## config.mk

```make
export PLATFORM = sky130hd
export DESIGN_NAME = uart_host_bus_port
export DESIGN_NICKNAME = d
export VERILOG_FILES = /design/src/rtl/host_port_pkg.sv /design/src/rtl/uart_host_bus_port.sv
export SDC_FILE = /design/constraint.sdc
export NUM_CORES = 1
export LEC_CHECK = 0
export BUFFER_PORTS_ARGS = -buffer_cell sky130_fd_sc_hd__buf_2
export CAP_MARGIN = 25
export CORE_MARGIN = 4
export CORE_UTILIZATION = 49
export CTS_CLUSTER_DIAMETER = 40
export DETAILED_ROUTE_END_ITERATION = 12
export GPL_TIMING_DRIVEN = 0
export PLACE_DENSITY = 0.73
export SYNTH_ARGS = -nofsm -noshare
export SYNTH_HDL_FRONTEND = slang
export SYNTH_SLANG_ARGS = --single-unit
```

## constraint.sdc

```tcl
create_clock -name SYS_CLK -period 1.6 [get_ports SYS_CLK]
set_input_delay 0.16 -clock SYS_CLK [delete_from_list [all_inputs] [get_ports SYS_CLK]]
set_output_delay 0.16 -clock SYS_CLK [all_outputs]
set_load 0.05 [all_outputs]
```

## src/rtl/host_port_pkg.sv

```systemverilog
// Package for the parallel host bus port of the UART.
// Assumes a single 100 MHz system clock; holds widths, codes and types.
`default_nettype none

package host_port_pkg;

    // ==========================================================
    // Widths and constants
    localparam int DATA_WIDTH = 8;
    localparam int ADDR_WIDTH = 3;
    localparam int SYNC_DEPTH = 3;
    localparam logic [7:0] DATA_RESET = 8'h00;
    localparam logic [2:0] ADDR_RESET = 3'h0;
    localparam logic [2:0] SYNC_RESET = 3'h0;
    // Control pins at rest: selects off, strobes released, latch strobe low
    localparam logic [7:0] CTRL_IDLE = 8'h2a;

    // ==========================================================
    // Raw control pins as they arrive from the host
    typedef struct packed {
        logic select_high_a;
        logic select_high_b;
        logic select_low;
        logic read_strobe_high;
        logic read_strobe_low;
        logic write_strobe_high;
        logic write_strobe_low;
        logic address_latch_strobe;
    } host_ctrl_t;

    // Decoded address phase, latched or passed through
    typedef struct packed {
        logic selected;
        logic [ADDR_WIDTH-1:0] reg_select;
    } addr_phase_t;

    // Access state
    typedef enum logic [1:0] {
        ST_IDLE = 2'b00,
        ST_READ = 2'b01,
        ST_WRITE = 2'b10
    } access_state_t;

endpackage

`default_nettype wire

```

## src/rtl/uart_host_bus_port.sv

```systemverilog
// Parallel host bus port of a 16550-class UART: register selects,
// chip selects, dual-polarity strobes, address strobe and data bus.
// Assumes the UART core answers reads combinationally from CORE_RD_DATA.
// Assumes all host pins are asynchronous to SYS_CLK and rest at their
// released levels: selects off, strobes off, address strobe low.
// Host strobes and data must stand for at least two clock cycles,
// since every pin passes the same three-stage filter.
`timescale 1ns/1ps
`default_nettype none

module uart_host_bus_port (
    input wire logic SYS_CLK,
    input wire logic RESET_N,
    input wire logic [host_port_pkg::ADDR_WIDTH-1:0] REG_SELECT,
    input wire host_port_pkg::host_ctrl_t HOST_CTRL,
    input wire logic [host_port_pkg::DATA_WIDTH-1:0] HOST_DATA_IN,
    output logic [host_port_pkg::DATA_WIDTH-1:0] HOST_DATA_OUT,
    output logic HOST_DATA_OE,
    output logic DRIVE_DISABLE_N,
    input wire logic [host_port_pkg::DATA_WIDTH-1:0] CORE_RD_DATA,
    output logic [host_port_pkg::ADDR_WIDTH-1:0] CORE_ADDR,
    output logic CORE_RD_STROBE,
    output logic CORE_WR_STROBE,
    output logic [host_port_pkg::DATA_WIDTH-1:0] CORE_WR_DATA
);
    import host_port_pkg::*;

    // ==========================================================
    // Input synchronisers
    // Pins are asynchronous to SYS_CLK; a level counts once the second
    // and third stages agree, which also filters one-cycle glitches.
    localparam int NSIG = 8 + ADDR_WIDTH + DATA_WIDTH;
    // Resting level of every pin, so reset release shows no false edge
    localparam logic [NSIG-1:0] PIN_IDLE = {CTRL_IDLE, ADDR_RESET,
        DATA_RESET};
    logic [NSIG-1:0] raw_in;
    logic [NSIG-1:0] sync1;
    logic [NSIG-1:0] sync2;
    logic [NSIG-1:0] sync3;
    logic [NSIG-1:0] stable;
    logic [NSIG-1:0] next_stable;

    // Pins enter as one vector: control, register select, data
    assign raw_in = {HOST_CTRL, REG_SELECT, HOST_DATA_IN};

    // Three-stage chain; only the second stage reads the first
    always_ff @(posedge SYS_CLK or negedge RESET_N) begin
        if (!RESET_N) begin
            sync1 <= PIN_IDLE;
            sync2 <= PIN_IDLE;
            sync3 <= PIN_IDLE;
            stable <= PIN_IDLE;
        end else begin
            sync1 <= raw_in;
            sync2 <= sync1;
            sync3 <= sync2;
            stable <= next_stable;
        end
    end

    // Per-bit agreement filter
    genvar gi;
    generate
        for (gi = 0; gi < NSIG; gi++) begin : g_filt
            always_comb begin
                next_stable[gi] = (sync2[gi] == sync3[gi]) ?
                    sync3[gi] : stable[gi];
            end
        end
    endgenerate

    // Filtered pins split back into their fields
    host_ctrl_t ctrl;
    logic [ADDR_WIDTH-1:0] sel_pins;
    logic [DATA_WIDTH-1:0] data_pins;
    assign ctrl = host_ctrl_t'(stable[NSIG-1 -: 8]);
    assign sel_pins = stable[DATA_WIDTH +: ADDR_WIDTH];
    assign data_pins = stable[DATA_WIDTH-1:0];

    // ==========================================================
    // Address phase: latch on strobe rising edge, else pass through
    // Phase held from the last strobe edge; phase feeds the decode
    addr_phase_t live_phase;
    addr_phase_t held_phase;
    addr_phase_t next_held_phase;
    addr_phase_t phase;
    logic as_prev;
    logic next_as_prev;

    always_comb begin
        live_phase.selected = ctrl.select_high_a & ctrl.select_high_b
            & ~ctrl.select_low;
        live_phase.reg_select = sel_pins;
        next_as_prev = ctrl.address_latch_strobe;
        next_held_phase = held_phase;
        if (ctrl.address_latch_strobe && !as_prev) begin
            next_held_phase = live_phase;
        end
        // Strobe high keeps the captured values; low lets pins through
        phase = as_prev ? held_phase : live_phase;
    end

    // Address phase registers
    always_ff @(posedge SYS_CLK or negedge RESET_N) begin
        if (!RESET_N) begin
            held_phase <= '{selected: 1'b0, reg_select: ADDR_RESET};
            as_prev <= 1'b0;
        end else begin
            held_phase <= next_held_phase;
            as_prev <= next_as_prev;
        end
    end

    // ==========================================================
    // Strobe decode and access control
    logic rd_active;
    logic wr_active;
    logic wr_high_prev;
    logic next_wr_high_prev;
    logic wr_high_rise;
    access_state_t state;
    access_state_t next_state;
    logic [DATA_WIDTH-1:0] next_data_out;
    logic [DATA_WIDTH-1:0] next_wr_data;
    logic [ADDR_WIDTH-1:0] next_addr;
    logic next_oe;
    logic next_drive_disable_n_n;
    logic next_rd_stb;
    logic next_wr_stb;

    // Next-state and output decode; a read wins over a write
    always_comb begin
        rd_active = ~ctrl.read_strobe_low | ctrl.read_strobe_high;
        wr_high_rise = ctrl.write_strobe_high & ~wr_high_prev;
        // Write is launched once per strobe; both forms start on their level
        wr_active = ~ctrl.write_strobe_low | ctrl.write_strobe_high;
        next_wr_high_prev = ctrl.write_strobe_high;
        next_state = state;
        next_rd_stb = 1'b0;
        next_wr_stb = 1'b0;
        next_addr = CORE_ADDR;
        next_wr_data = CORE_WR_DATA;
        next_data_out = HOST_DATA_OUT;
        next_oe = 1'b0;
        next_drive_disable_n_n = 1'b1;
        unique case (state)
            ST_IDLE: begin
                if (phase.selected && rd_active) begin
                    next_state = ST_READ;
                    next_addr = phase.reg_select;
                    next_rd_stb = 1'b1;
                end else if (phase.selected && wr_active) begin
                    next_state = ST_WRITE;
                    next_addr = phase.reg_select;
                end
            end
            ST_READ: begin
                // Bit 0 of the core word is bus bit 0, the LSB
                next_data_out = CORE_RD_DATA;
                next_oe = rd_active && phase.selected;
                next_drive_disable_n_n = ~next_oe;
                if (!rd_active || !phase.selected) begin
                    next_state = ST_IDLE;
                end
            end
            ST_WRITE: begin
                // Data is taken at strobe release, where it is surest, or when the high-true strobe rises anew
                if (!wr_active || wr_high_rise) begin
                    next_wr_data = data_pins;
                    next_wr_stb = 1'b1;
                    next_state = ST_IDLE;
                end
            end
            default: begin
                next_state = ST_IDLE;
            end
        endcase
    end

    // Every output is a flip-flop, so the host sees no decode glitches
    always_ff @(posedge SYS_CLK or negedge RESET_N) begin
        if (!RESET_N) begin
            state <= ST_IDLE;
            wr_high_prev <= 1'b0;
            CORE_ADDR <= ADDR_RESET;
            CORE_WR_DATA <= DATA_RESET;
            HOST_DATA_OUT <= DATA_RESET;
            HOST_DATA_OE <= 1'b0;
            DRIVE_DISABLE_N <= 1'b1;
            CORE_RD_STROBE <= 1'b0;
            CORE_WR_STROBE <= 1'b0;
        end else begin
            state <= next_state;
            wr_high_prev <= next_wr_high_prev;
            CORE_ADDR <= next_addr;
            CORE_WR_DATA <= next_wr_data;
            HOST_DATA_OUT <= next_data_out;
            HOST_DATA_OE <= next_oe;
            DRIVE_DISABLE_N <= next_drive_disable_n_n;
            CORE_RD_STROBE <= next_rd_stb;
            CORE_WR_STROBE <= next_wr_stb;
        end
    end

endmodule

`default_nettype wire
```

==> impl_results.html, run 1 <==
<table>
<tr><th>Metric</th><th>Value</th></tr>
<tr><th colspan="2">Status</th></tr>
<tr><td>Outcome</td><td>finished with violations</td></tr>
<tr><td>Violations in the final reports</td><td>negative setup slack</td></tr>
<tr><th colspan="2">Placement</th></tr>
<tr><td>Cells after DPL</td><td>304</td></tr>
<tr><td>Routability Congestion</td><td>0.695</td></tr>
<tr><td>Port buffer count</td><td>51</td></tr>
<tr><td>Worst setup slack after placement</td><td>-0.146 ns</td></tr>
<tr><td>Placed wire-length estimate after detailed placement</td><td>3080 microns</td></tr>
<tr><th colspan="2">Layout</th></tr>
<tr><td>Commonest non-fill, non-tap cell in the layout</td><td>dfrtp_1</td></tr>
<tr><td>Fraction of layout instances using a drive strength above 1</td><td>0.444</td></tr>
<tr><td>Cell Count, Final, Fillers Out</td><td>347</td></tr>
<tr><td>Layout-stage area growth over the synthesis result</td><td>26.9%</td></tr>
<tr><td>Diodes inserted</td><td>0</td></tr>
<tr><td>Commonest non-fill, non-tap cells in the layout</td><td>dfrtp_1, buf_2, dlygate4sd3_1</td></tr>
<tr><td>Net count of the finished layout</td><td>294</td></tr>
<tr><th colspan="2">Setup path</th></tr>
<tr><td>Element type at the critical path end</td><td>flop</td></tr>
<tr><td>Ordered cell list for the critical path</td><td>nand2_2 &gt; o31a_1 &gt; or4_4 &gt; mux2_4</td></tr>
<tr><td>Critical R2R Launch</td><td>stable[18]</td></tr>
<tr><td>Arrival time of data at the critical path endpoint</td><td>1.96 ns</td></tr>
<tr><td>Worst setup path class</td><td>flop to flop</td></tr>
<tr><td>Startpoint type of the worst setup path</td><td>flop</td></tr>
<tr><td>Slowest stage cell on the critical path</td><td>or4_4</td></tr>
<tr><td>Worst setup path startpoint</td><td>stable[18]</td></tr>
<tr><td>Max Fanout on Critical Path</td><td>3</td></tr>
<tr><td>Slowest stage delay, CP</td><td>0.53 ns</td></tr>
<tr><td>Required time at the endpoint of the critical path</td><td>1.84 ns</td></tr>
<tr><th colspan="2">Timing</th></tr>
<tr><td>Maximum clock frequency</td><td>580 MHz</td></tr>
<tr><td>Slew @ Worst Pin</td><td>0.761 ns</td></tr>
<tr><td>Final number of setup-violating endpoints</td><td>3</td></tr>
<tr><td>Fin Hold WS</td><td>0.0370 ns</td></tr>
<tr><td>Period utilization</td><td>1.08</td></tr>
<tr><td>Post-layout minimum cycle time</td><td>1.73 ns</td></tr>
<tr><td>Fin worst setup slack</td><td>-0.125 ns</td></tr>
<tr><td>Final Max Slew Viols</td><td>0</td></tr>
<tr><td>Skew final</td><td>0.00760 ns</td></tr>
<tr><td>Max transition margin</td><td>0.492</td></tr>
<tr><td>Final hold vios</td><td>0</td></tr>
<tr><td>Unrepaired setup endpoints after global routing</td><td>true</td></tr>
<tr><th colspan="2">GRT</th></tr>
<tr><td>Combined global-route utilization of all metal layers</td><td>0.138</td></tr>
<tr><td>Most utilized layer in the global route result</td><td>met2</td></tr>
<tr><td>Vias in the first global route</td><td>1819</td></tr>
<tr><td>Maximum number of pins on one net before global-route repair</td><td>63</td></tr>
<tr><td>Met1 layer usage reported by global route</td><td>0.186</td></tr>
<tr><td>Wire length of the first global-routing pass</td><td>8890 microns</td></tr>
<tr><td>GR Overflow Total</td><td>0</td></tr>
<tr><td>Met3 layer usage reported by global route</td><td>0.0526</td></tr>
<tr><td>GR Util met2</td><td>0.208</td></tr>
<tr><td>Initial antenna violation count</td><td>0</td></tr>
<tr><th colspan="2">Routing</th></tr>
<tr><td>Residual DRC</td><td>0</td></tr>
<tr><td>Via count</td><td>1670</td></tr>
<tr><td>Count of antenna-violating nets left after detailed routing</td><td>0</td></tr>
<tr><td>Initial detailed-routing violation count</td><td>89</td></tr>
<tr><td>First-pass detailed-route iteration total</td><td>3</td></tr>
<tr><td>Via density per instance</td><td>4.81</td></tr>
<tr><td>Routed Wire Length</td><td>5030 microns</td></tr>
<tr><td>Routed length per placed instance</td><td>14.5 microns</td></tr>
<tr><th colspan="2">Yosys</th></tr>
<tr><td>Average cell area after synthesis</td><td>18.9 sq um</td></tr>
<tr><td>Synthesized flop and latch total</td><td>107</td></tr>
<tr><td>Post-Synthesis Cells</td><td>175</td></tr>
<tr><td>Post-Synthesis Net Count</td><td>204</td></tr>
<tr><td>Distinct cell type count of the synthesized netlist</td><td>20</td></tr>
<tr><td>Portion of the post-synthesis area used by sequential elements</td><td>0.813</td></tr>
<tr><td>Synthesized cell area</td><td>0.00331 sq mm</td></tr>
<tr><td>Warnings, synthesis</td><td>0</td></tr>
<tr><th colspan="2">Clock tree</th></tr>
<tr><td>Number of buffers added by the clock tree synthesis step</td><td>9</td></tr>
<tr><td>CTS H-tree depth</td><td>3</td></tr>
<tr><td>Number of sinks handled by clock tree synthesis</td><td>107</td></tr>
<tr><td>Cell at the root of the clock tree</td><td>clkbuf_8</td></tr>
<tr><td>Post-CTS clock slew at the launch and capture registers of the worst setup and hold paths</td><td>0.09 ns</td></tr>
<tr><td>Latest clock arrival within the worst-skew pair</td><td>0.35 ns</td></tr>
<tr><td>CTS tree</td><td>done</td></tr>
<tr><td>Max clock buf depth</td><td>2</td></tr>
<tr><th colspan="2">Hold path</th></tr>
<tr><td>Min-Delay Startpoint</td><td>CORE_RD_DATA[6]</td></tr>
<tr><td>Class of the most critical hold timing path</td><td>primary input to flop</td></tr>
<tr><th colspan="2">Job</th></tr>
<tr><td>Max cap viols</td><td>0</td></tr>
<tr><th colspan="2">Floorplan</th></tr>
<tr><td>Effective utilization at floorplan</td><td>0.513</td></tr>
<tr><td>Boundary pin count</td><td>52</td></tr>
<tr><td># rows</td><td>29</td></tr>
<tr><td>Die area</td><td>0.00814 sq mm</td></tr>
<tr><td>Vertical die dimension</td><td>90.2 microns</td></tr>
<tr><td>Die width</td><td>90.2 microns</td></tr>
<tr><td>Floorplan core area</td><td>0.00646 sq mm</td></tr>
<tr><th colspan="2">Pwr</th></tr>
<tr><td>Pwr dens</td><td>1600 mW/mm^2</td></tr>
<tr><td>Portion of total power attributed to the clock network</td><td>0.251</td></tr>
<tr><td>Cell-internal power</td><td>4.56 mW</td></tr>
<tr><td>Switching pwr</td><td>2.18 mW</td></tr>
<tr><td>Part of the total power dissipated in sequential elements</td><td>0.492</td></tr>
<tr><td>Leakage dissipation</td><td>1.94 nW</td></tr>
<tr><td>Peak supply drop</td><td>0.983 mV</td></tr>
<tr><td>Power share of the combinational group</td><td>0.257</td></tr>
<tr><td>Switching Fraction</td><td>0.323</td></tr>
</table>
power by group through the flow:
stage	registers [mW]	clock network (mW)	logic (mW)
after CTS	3.32	1.76	1.69
after global routing	3.38	1.88	1.81
after detailed placement	3.36	0	1.64
final	3.32	1.69	1.73
after global placement	3.35	0	1.61
after floorplan	4.19	0	0.369
synth_stat cells:
cell      number  area (sq um)
inv_1          2          7.51
or3_2          2          15.0
nand2_1        5          18.8
o21ai_0        2          10.0
o31ai_1        1          7.51
or4_4          1          11.3
nor2b_1        1          6.26
maj3_1        19           190
buf_2          1          5.00
a21oi_1        1          5.00
mux2_4         3          45.0
nor3b_1        2          15.0
clkbuf_1       1          3.75
o31a_1         1          8.76
nor3_1         1          5.00
mux2_2        22           248
nor4_1         1          6.26
dfrtp_1       94          2350
nand2b_1       2          12.5
dfstp_2       13           342
through the flow:
stage               TNS [ns]  utilization  cell area (sq um)  power [mW]
CTS                   -0.340        0.637               4120        6.76
detailed placement    -0.709        0.571               3690        5.00
global route          -0.565        0.651               4210        7.06
finish                -0.358        0.651               4210        6.74
floorplan             -0.126            -               3310        4.56
global placement      -68.66        0.568               3670        4.96
critical path: cells and delay by family, from the launching register on:
family | cells | cell delay [ns]
AND/OR/NAND/NOR | 2 | 0.60
flip-flops | 1 | 0.39
AO/OA/AOI/OAI | 1 | 0.31
multiplexers | 1 | 0.32
metal layers:
| layer | share of wire | vias to the layer above |
|---|---|---|
| li1 | - | 781 |
| met1 | 0.46 | 846 |
| met2 | 0.48 | 37 |
| met3 | 0.055 | 6 |
| met4 | 0.0088 | 0 |
| met5 | 0 | - |
sequential cells by signal (all words and copies together) (netlist names):
signal / flops
wr_high_prev: 1
HOST_DATA_OE: 1
sync3: 19
CORE_RD_STROBE: 1
held_phase: 4
HOST_DATA_OUT: 8
sync2: 19
state: 2
stable: 19
as_prev: 1
CORE_WR_DATA: 8
CORE_ADDR: 3
sync1: 19
CORE_WR_STROBE: 1
DRIVE_DISABLE_N: 1
cell type report:
class,instances,area (sq um)
inverters,2,7.51
plain buffers,2,18.8
clock buffers,11,131
repair buffers,79,532
flip-flops and latches,107,2690
well taps,77,96.3
fillers,459,2250
multi-input cells,64,648
clock inverters,5,77.6
cells by family (layout without fill, tap and decap cells):
family | Yosys count | after routing | share of synthesized area
AOI/OAI and AO/OA | 5 | 5 | 0.00944
buffers and inverters | 4 | 99 | 0.00491
DFF | 107 | 107 | 0.813
and+or+nand+nor | 15 | 15 | 0.0272
adders and majority gates | 19 | 19 | 0.0574
muxes | 25 | 25 | 0.0883
what timing repair did:
item	CTS	global route
endpoints found under the hold margin	75	0
hold buffers	20	0
cloned	0	1
buffers inserted	2	4
pin swaps	1	3
endpoints found under the setup margin	11	13
resized for setup	1	17
final timing paths:
kind	end	slack (ns)	cells past startpoint
hold reg to reg	sync2[8]	0.35	0
setup reg to reg	CORE_ADDR[1]	-0.13	4
min in group asynchronous	HOST_DATA_OUT[3]	0.44	2
hold / removal	HOST_DATA_OUT[6]	0.04	2
setup / recovery	CORE_ADDR[1]	-0.13	4
max in group asynchronous	sync1[12]	0.43	3
Power figures use the tool's default switching activity.
==> run 2: changes to the inputs <==
- SETUP_SLACK_MARGIN: unset -> 0.15
==> impl_results.html, run 2 (same netlist as run 1, synthesis figures left out) <==
<table>
<tr><th>Metric</th><th>Value</th></tr>
<tr><th colspan="2">Setup path</th></tr>
<tr><td>Internal reg-to-reg setup slack</td><td>-0.04 ns</td></tr>
<tr><td>Arrival time of data at the critical path endpoint</td><td>1.87 ns</td></tr>
<tr><td>Reg-to-reg endpoint</td><td>CORE_ADDR[1]</td></tr>
<tr><td>Startpoint type of the worst setup path</td><td>flop</td></tr>
<tr><td>Slowest stage cell on the critical path</td><td>or4_4</td></tr>
<tr><td>Worst setup path class</td><td>flop to flop</td></tr>
<tr><td>Required time at the endpoint of the critical path</td><td>1.84 ns</td></tr>
<tr><td>Slowest stage delay, CP</td><td>0.46 ns</td></tr>
<tr><td>Critical path endpoint</td><td>CORE_ADDR[1]</td></tr>
<tr><td>Worst setup path startpoint</td><td>stable[18]</td></tr>
<tr><td>Max Fanout on Critical Path</td><td>3</td></tr>
<tr><td>Critical R2R Launch</td><td>stable[18]</td></tr>
<tr><td>Element type at the critical path end</td><td>flop</td></tr>
<tr><td>Ordered cell list for the critical path</td><td>nand2_2 &gt; o31a_1 &gt; or4_4 &gt; mux2_4</td></tr>
<tr><td>Length in cells of the worst reg-to-reg path</td><td>4</td></tr>
<tr><th colspan="2">Clock tree</th></tr>
<tr><td>Number of sinks handled by clock tree synthesis</td><td>107</td></tr>
<tr><td>Number of buffers added by the clock tree synthesis step</td><td>9</td></tr>
<tr><td>CTS tree</td><td>done</td></tr>
<tr><td>CTS H-tree depth</td><td>3</td></tr>
<tr><td>Max clock buf depth</td><td>2</td></tr>
<tr><td>Cell at the root of the clock tree</td><td>clkbuf_8</td></tr>
<tr><td>Latest clock arrival within the worst-skew pair</td><td>0.35 ns</td></tr>
<tr><td>Post-CTS clock slew at the launch and capture registers of the worst setup and hold paths</td><td>0.09 ns</td></tr>
<tr><th colspan="2">Timing</th></tr>
<tr><td>Max transition margin</td><td>0.492</td></tr>
<tr><td>Post-layout minimum cycle time</td><td>1.64 ns</td></tr>
<tr><td>Final number of setup-violating endpoints</td><td>3</td></tr>
<tr><td>Period utilization</td><td>1.02</td></tr>
<tr><td>Slew @ Worst Pin</td><td>0.762 ns</td></tr>
<tr><td>Maximum clock frequency</td><td>611 MHz</td></tr>
<tr><td>Unrepaired setup endpoints after global routing</td><td>true</td></tr>
<tr><td>Final hold vios</td><td>0</td></tr>
<tr><td>Skew final</td><td>0.00773 ns</td></tr>
<tr><td>Final Max Slew Viols</td><td>0</td></tr>
<tr><td>Fin worst setup slack</td><td>-0.0365 ns</td></tr>
<tr><th colspan="2">Pwr</th></tr>
<tr><td>Pwr dens</td><td>1600 mW/mm^2</td></tr>
<tr><td>Leakage dissipation</td><td>1.94 nW</td></tr>
<tr><td>Peak supply drop</td><td>1.05 mV</td></tr>
<tr><td>Total power draw</td><td>6.77 mW</td></tr>
<tr><th colspan="2">Floorplan</th></tr>
<tr><td>Boundary pin count</td><td>52</td></tr>
<tr><td># rows</td><td>29</td></tr>
<tr><td>Die area</td><td>0.00814 sq mm</td></tr>
<tr><td>Vertical die dimension</td><td>90.2 microns</td></tr>
<tr><td>Die width</td><td>90.2 microns</td></tr>
<tr><td>Floorplan core area</td><td>0.00646 sq mm</td></tr>
<tr><td>Effective utilization at floorplan</td><td>0.513</td></tr>
<tr><th colspan="2">Placement</th></tr>
<tr><td>Placed wire-length estimate after detailed placement</td><td>3080 microns</td></tr>
<tr><td>Routability Congestion</td><td>0.695</td></tr>
<tr><td>Port buffer count</td><td>51</td></tr>
<tr><td>Cells after DPL</td><td>304</td></tr>
<tr><td>Post-Place Cell Area</td><td>0.00369 sq mm</td></tr>
<tr><th colspan="2">Hold path</th></tr>
<tr><td>Class of the most critical hold timing path</td><td>primary input to flop</td></tr>
<tr><th colspan="2">Routing</th></tr>
<tr><td>Residual DRC</td><td>0</td></tr>
<tr><td>Count of antenna-violating nets left after detailed routing</td><td>0</td></tr>
<tr><td>Via density per instance</td><td>4.83</td></tr>
<tr><td>Initial detailed-routing violation count</td><td>94</td></tr>
<tr><td>First-pass detailed-route iteration total</td><td>4</td></tr>
<tr><td>Routed length per placed instance</td><td>14.7 microns</td></tr>
<tr><td>Routed Wire Length</td><td>5130 microns</td></tr>
<tr><td>Via count</td><td>1681</td></tr>
<tr><th colspan="2">GRT</th></tr>
<tr><td>GR Overflow Total</td><td>0</td></tr>
<tr><td>Initial antenna violation count</td><td>0</td></tr>
<tr><td>Maximum number of pins on one net before global-route repair</td><td>63</td></tr>
<tr><td>Vias in the first global route</td><td>1852</td></tr>
<tr><td>Wire length of the first global-routing pass</td><td>9100 microns</td></tr>
<tr><td>Combined global-route utilization of all metal layers</td><td>0.141</td></tr>
<tr><th colspan="2">Layout</th></tr>
<tr><td>Net count of the finished layout</td><td>295</td></tr>
<tr><td>Commonest non-fill, non-tap cells in the layout</td><td>dfrtp_1, buf_2, dlygate4sd3_1</td></tr>
<tr><td>Layout Cell Area excl Fill</td><td>0.00423 sq mm</td></tr>
<tr><td>Register Area</td><td>0.00270 sq mm</td></tr>
<tr><td>Number of fillers in the final layout</td><td>459</td></tr>
<tr><td>Combined area of the multi-input logic cells</td><td>659 sq um</td></tr>
<tr><td>Cell Count, Final, Fillers Out</td><td>348</td></tr>
<tr><td>Layout-stage area growth over the synthesis result</td><td>27.5%</td></tr>
<tr><td>Commonest non-fill, non-tap cell in the layout</td><td>dfrtp_1</td></tr>
<tr><td>Final design utilization</td><td>0.654</td></tr>
<tr><td>Fraction of layout instances using a drive strength above 1</td><td>0.458</td></tr>
<tr><td>Diodes inserted</td><td>0</td></tr>
<tr><th colspan="2">Status</th></tr>
<tr><td>Violations in the final reports</td><td>negative setup slack</td></tr>
<tr><td>Outcome</td><td>finished with violations</td></tr>
<tr><th colspan="2">Job</th></tr>
<tr><td>Max cap viols</td><td>0</td></tr>
</table>
==> run 2: changes by cell type in the layout (fill, tap and decap cells not counted), sizes merged <==
| cell | delta |
|---|---|
| buf | +1 |
==> run 2: layer usage <==
| metal | track usage | wire length, microns | vias to the layer above |
|---|---|---|---|
| met2 | 0.213 | 2470 | 39 |
| met1 | 0.192 | 2330 | 853 |
| met3 | 0.0526 | 285 | 6 |
| li1 | - | - | 783 |
| met5 | 0 | 0 | - |
| met4 | 0.0459 | 44 | 0 |
==> run 2: metrics by stage <==
step | setup TNS, ns | setup slack [ns] | hold slack [ns]
floorplan | -0.126 | -0.0421 | -0.136
CTS | -0.340 | -0.121 | 0.0121
global placement | -68.66 | -0.706 | 0.267
global route | -0.262 | -0.0915 | 0.0116
finish | -0.0922 | -0.0365 | 0.0368
detailed placement | -0.709 | -0.146 | 0.269
==> run 2: worst min path at each step <==
stage                          startpoint                to  slack, ns  depth (start not counted)
after floorplan                   RESET_N      CORE_ADDR[0]      -0.14                          0
after global placement    HOST_DATA_IN[2]          sync1[2]       0.27                          1
after detailed placement  HOST_DATA_IN[7]          sync1[7]       0.27                          1
after CTS                 CORE_RD_DATA[6]  HOST_DATA_OUT[6]       0.01                          2
after global routing      CORE_RD_DATA[2]  HOST_DATA_OUT[2]       0.01                          2
final                     CORE_RD_DATA[6]  HOST_DATA_OUT[6]       0.04                          2
==> run 2: area by class of cell <==
type | instances | area share
Sequential cell | 107 | 0.638
Tap cell | 77 | 0.0228
Clock buffer | 11 | 0.0311
Multi-Input combinational cell | 64 | 0.156
Inverter | 2 | 0.00178
Clock inverter | 5 | 0.0184
Buffer | 2 | 0.00385
Timing Repair Buffer | 80 | 0.128
==> run 2: timing repair <==
| item | 4_1_cts | 5_1_grt |
|---|---|---|
| pin swaps | 4 | 7 |
| setup endpoints to repair | 18 | 13 |
| hold buffers | 20 | 0 |
| resized for setup | 21 | 3 |
| gates cloned | 1 | 0 |
| hold endpoints to repair | 75 | 0 |
| setup buffers | 4 | 3 |
==> run 2: critical path: cells and delay by family (launching register included) <==
kind | cells | cell delay (ns)
AO/OA/AOI/OAI | 1 | 0.29
AND/OR/NAND/NOR | 2 | 0.52
flip-flops | 1 | 0.39
multiplexers | 1 | 0.32
==> run 2: power breakdown <==
| part | switching, mW | total (mW) | internal, mW | leakage [nW] |
|---|---|---|---|---|
| Sequential | 0.204 | 3.32 | 3.11 | 1.26 |
| Clock | 0.817 | 1.69 | 0.878 | 0.103 |
| Combinational | 1.17 | 1.76 | 0.594 | 0.585 |
==> run 3: changes to the inputs <==
- REMOVE_ABC_BUFFERS: unset -> 1
==> impl_results.html, run 3 (same netlist as run 1, synthesis figures left out) <==
<table>
<tr><th>Metric</th><th>Value</th></tr>
<tr><th colspan="2">Status</th></tr>
<tr><td>Outcome</td><td>finished with violations</td></tr>
<tr><td>Violations in the final reports</td><td>negative setup slack</td></tr>
<tr><th colspan="2">Placement</th></tr>
<tr><td>Routability Congestion</td><td>0.688</td></tr>
<tr><td>Placed wire-length estimate after detailed placement</td><td>2920 microns</td></tr>
<tr><td>Port buffer count</td><td>51</td></tr>
<tr><td>Worst setup slack after placement</td><td>-0.343 ns</td></tr>
<tr><td>Post-Place Cell Area</td><td>0.00368 sq mm</td></tr>
<tr><th colspan="2">Floorplan</th></tr>
<tr><td>Floorplan core area</td><td>0.00646 sq mm</td></tr>
<tr><td>Effective utilization at floorplan</td><td>0.513</td></tr>
<tr><td>Boundary pin count</td><td>52</td></tr>
<tr><td>Die width</td><td>90.2 microns</td></tr>
<tr><td># rows</td><td>29</td></tr>
<tr><td>Die area</td><td>0.00814 sq mm</td></tr>
<tr><td>Vertical die dimension</td><td>90.2 microns</td></tr>
<tr><th colspan="2">Timing</th></tr>
<tr><td>Max transition margin</td><td>0.497</td></tr>
<tr><td>Maximum clock frequency</td><td>610 MHz</td></tr>
<tr><td>Final Max Slew Viols</td><td>0</td></tr>
<tr><td>Skew final</td><td>0.0113 ns</td></tr>
<tr><td>Final hold vios</td><td>0</td></tr>
<tr><td>Unrepaired setup endpoints after global routing</td><td>true</td></tr>
<tr><td>Fin worst setup slack</td><td>-0.0399 ns</td></tr>
<tr><td>Post-layout minimum cycle time</td><td>1.64 ns</td></tr>
<tr><td>Slew @ Worst Pin</td><td>0.755 ns</td></tr>
<tr><td>Final number of setup-violating endpoints</td><td>3</td></tr>
<tr><td>Period utilization</td><td>1.02</td></tr>
<tr><th colspan="2">Routing</th></tr>
<tr><td>First-pass detailed-route iteration total</td><td>3</td></tr>
<tr><td>Initial detailed-routing violation count</td><td>62</td></tr>
<tr><td>Routed length per placed instance</td><td>14.2 microns</td></tr>
<tr><td>Via density per instance</td><td>4.74</td></tr>
<tr><td>Count of antenna-violating nets left after detailed routing</td><td>0</td></tr>
<tr><td>Via count</td><td>1683</td></tr>
<tr><td>Residual DRC</td><td>0</td></tr>
<tr><td>Routed Wire Length</td><td>5060 microns</td></tr>
<tr><th colspan="2">Setup path</th></tr>
<tr><td>Length in cells of the worst reg-to-reg path</td><td>3</td></tr>
<tr><td>Worst setup path class</td><td>flop to flop</td></tr>
<tr><td>Startpoint type of the worst setup path</td><td>flop</td></tr>
<tr><td>Worst setup path startpoint</td><td>as_prev</td></tr>
<tr><td>Critical R2R Launch</td><td>as_prev</td></tr>
<tr><td>Max Fanout on Critical Path</td><td>4</td></tr>
<tr><td>Internal reg-to-reg setup slack</td><td>-0.04 ns</td></tr>
<tr><td>Reg-to-reg endpoint</td><td>CORE_ADDR[0]</td></tr>
<tr><td>Arrival time of data at the critical path endpoint</td><td>1.89 ns</td></tr>
<tr><td>Required time at the endpoint of the critical path</td><td>1.85 ns</td></tr>
<tr><td>Element type at the critical path end</td><td>flop</td></tr>
<tr><th colspan="2">GRT</th></tr>
<tr><td>Initial antenna violation count</td><td>0</td></tr>
<tr><td>Wire length of the first global-routing pass</td><td>9210 microns</td></tr>
<tr><td>GR Overflow Total</td><td>0</td></tr>
<tr><td>Combined global-route utilization of all metal layers</td><td>0.145</td></tr>
<tr><td>Maximum number of pins on one net before global-route repair</td><td>64</td></tr>
<tr><td>Vias in the first global route</td><td>1830</td></tr>
<tr><th colspan="2">Job</th></tr>
<tr><td>Max cap viols</td><td>0</td></tr>
<tr><th colspan="2">Hold path</th></tr>
<tr><td>Hold-critical path depth</td><td>2</td></tr>
<tr><td>Worst min-delay path endpoint</td><td>HOST_DATA_OUT[4]</td></tr>
<tr><td>Min-Delay Startpoint</td><td>CORE_RD_DATA[4]</td></tr>
<tr><td>Class of the most critical hold timing path</td><td>primary input to flop</td></tr>
<tr><th colspan="2">Clock tree</th></tr>
<tr><td>Latest clock arrival within the worst-skew pair</td><td>0.36 ns</td></tr>
<tr><td>Max clock buf depth</td><td>2</td></tr>
<tr><td>Number of sinks handled by clock tree synthesis</td><td>107</td></tr>
<tr><td>Post-CTS clock slew at the launch and capture registers of the worst setup and hold paths</td><td>0.09 ns</td></tr>
<tr><td>CTS H-tree depth</td><td>3</td></tr>
<tr><td>CTS tree</td><td>done</td></tr>
<tr><td>Cell at the root of the clock tree</td><td>clkbuf_8</td></tr>
<tr><td>Number of buffers added by the clock tree synthesis step</td><td>9</td></tr>
<tr><th colspan="2">Pwr</th></tr>
<tr><td>Pwr dens</td><td>1540 mW/mm^2</td></tr>
<tr><td>Peak supply drop</td><td>0.887 mV</td></tr>
<tr><td>Leakage dissipation</td><td>1.99 nW</td></tr>
<tr><td>Total power draw</td><td>6.69 mW</td></tr>
<tr><th colspan="2">Layout</th></tr>
<tr><td>Fraction of layout instances using a drive strength above 1</td><td>0.486</td></tr>
<tr><td>Register Area</td><td>0.00270 sq mm</td></tr>
<tr><td>Net count of the finished layout</td><td>302</td></tr>
<tr><td>Commonest non-fill, non-tap cell in the layout</td><td>dfrtp_1</td></tr>
<tr><td>Combined area of the multi-input logic cells</td><td>696 sq um</td></tr>
<tr><td>Number of fillers in the final layout</td><td>445</td></tr>
<tr><td>Layout-stage area growth over the synthesis result</td><td>30.9%</td></tr>
<tr><td>Layout Cell Area excl Fill</td><td>0.00434 sq mm</td></tr>
<tr><td>Diodes inserted</td><td>0</td></tr>
<tr><td>Commonest non-fill, non-tap cells in the layout</td><td>dfrtp_1, buf_2, dlygate4sd3_1</td></tr>
</table>
-- run 3: cell count changes in the layout (fill, tap and decap cells not counted), sizes merged --
cell      delta
buf          +8
bufinv       -2
clkbuf       -1
clkinv       -1
clkinvlp     +1
inv          +2
-- run 3: power breakdown --
part           switching, mW  total [mW]  internal (mW)
clock network          0.881        1.55          0.670
logic                   1.18        1.82          0.630
registers              0.207        3.32           3.11
-- run 3: through the flow --
step / hold slack [ns] / std cells / utilization / TNS, ns
finish: 0.0315 / 355 / 0.672 / -0.116
global route: 0.0193 / 355 / 0.672 / -0.193
CTS: 0.00830 / 353 / 0.665 / -0.0499
detailed placement: 0.269 / 302 / 0.571 / -3.29
global placement: 0.267 / 301 / 0.566 / -73.11
floorplan: -0.136 / 173 / - / -2.39
-- run 3: how the worst max path moves through the flow --
| stage | to | slack (ns) | depth (start not counted) |
|---|---|---|---|
| CTS | CORE_ADDR[0] | -0.02 | 4 |
| floorplan | CORE_WR_DATA[0] | -0.27 | 3 |
| finish | CORE_ADDR[0] | -0.04 | 3 |
| global placement | CORE_WR_DATA[0] | -0.83 | 3 |
| global route | CORE_ADDR[1] | -0.07 | 3 |
| detailed placement | CORE_WR_DATA[5] | -0.34 | 3 |
-- run 3: what timing repair did --
item                                    4_1_cts  5_1_grt
buffers inserted                             14        2
resized for setup                            20        7
pin swaps                                     5        6
gates cloned                                  1        0
endpoints found under the setup margin       14       14
hold buffers                                 20        0
endpoints found under the hold margin        74        0
-- run 3: worst max-delay path: stages (launching register included) --
cell	delay [ns]
dfrtp_2	0.43
o31a_1	0.31
or4_4	0.47
mux2_4	0.31
-- run 3: final cells by class --
class                   instances  area share
repair buffers                 89       0.150
clock buffers                  11      0.0349
clock inverters                 5      0.0101
well taps                      77      0.0222
flip-flops and latches        107       0.621
inverters                       2     0.00173
multi-input cells              64       0.160
-- run 3: layer usage --
layer | track usage | wire, microns | part of all wire
met2 | 0.212 | 2260 | 0.45
met5 | 0 | 0 | 0
met4 | 0.0599 | 115 | 0.023
met1 | 0.191 | 2310 | 0.46
met3 | 0.0618 | 373 | 0.074
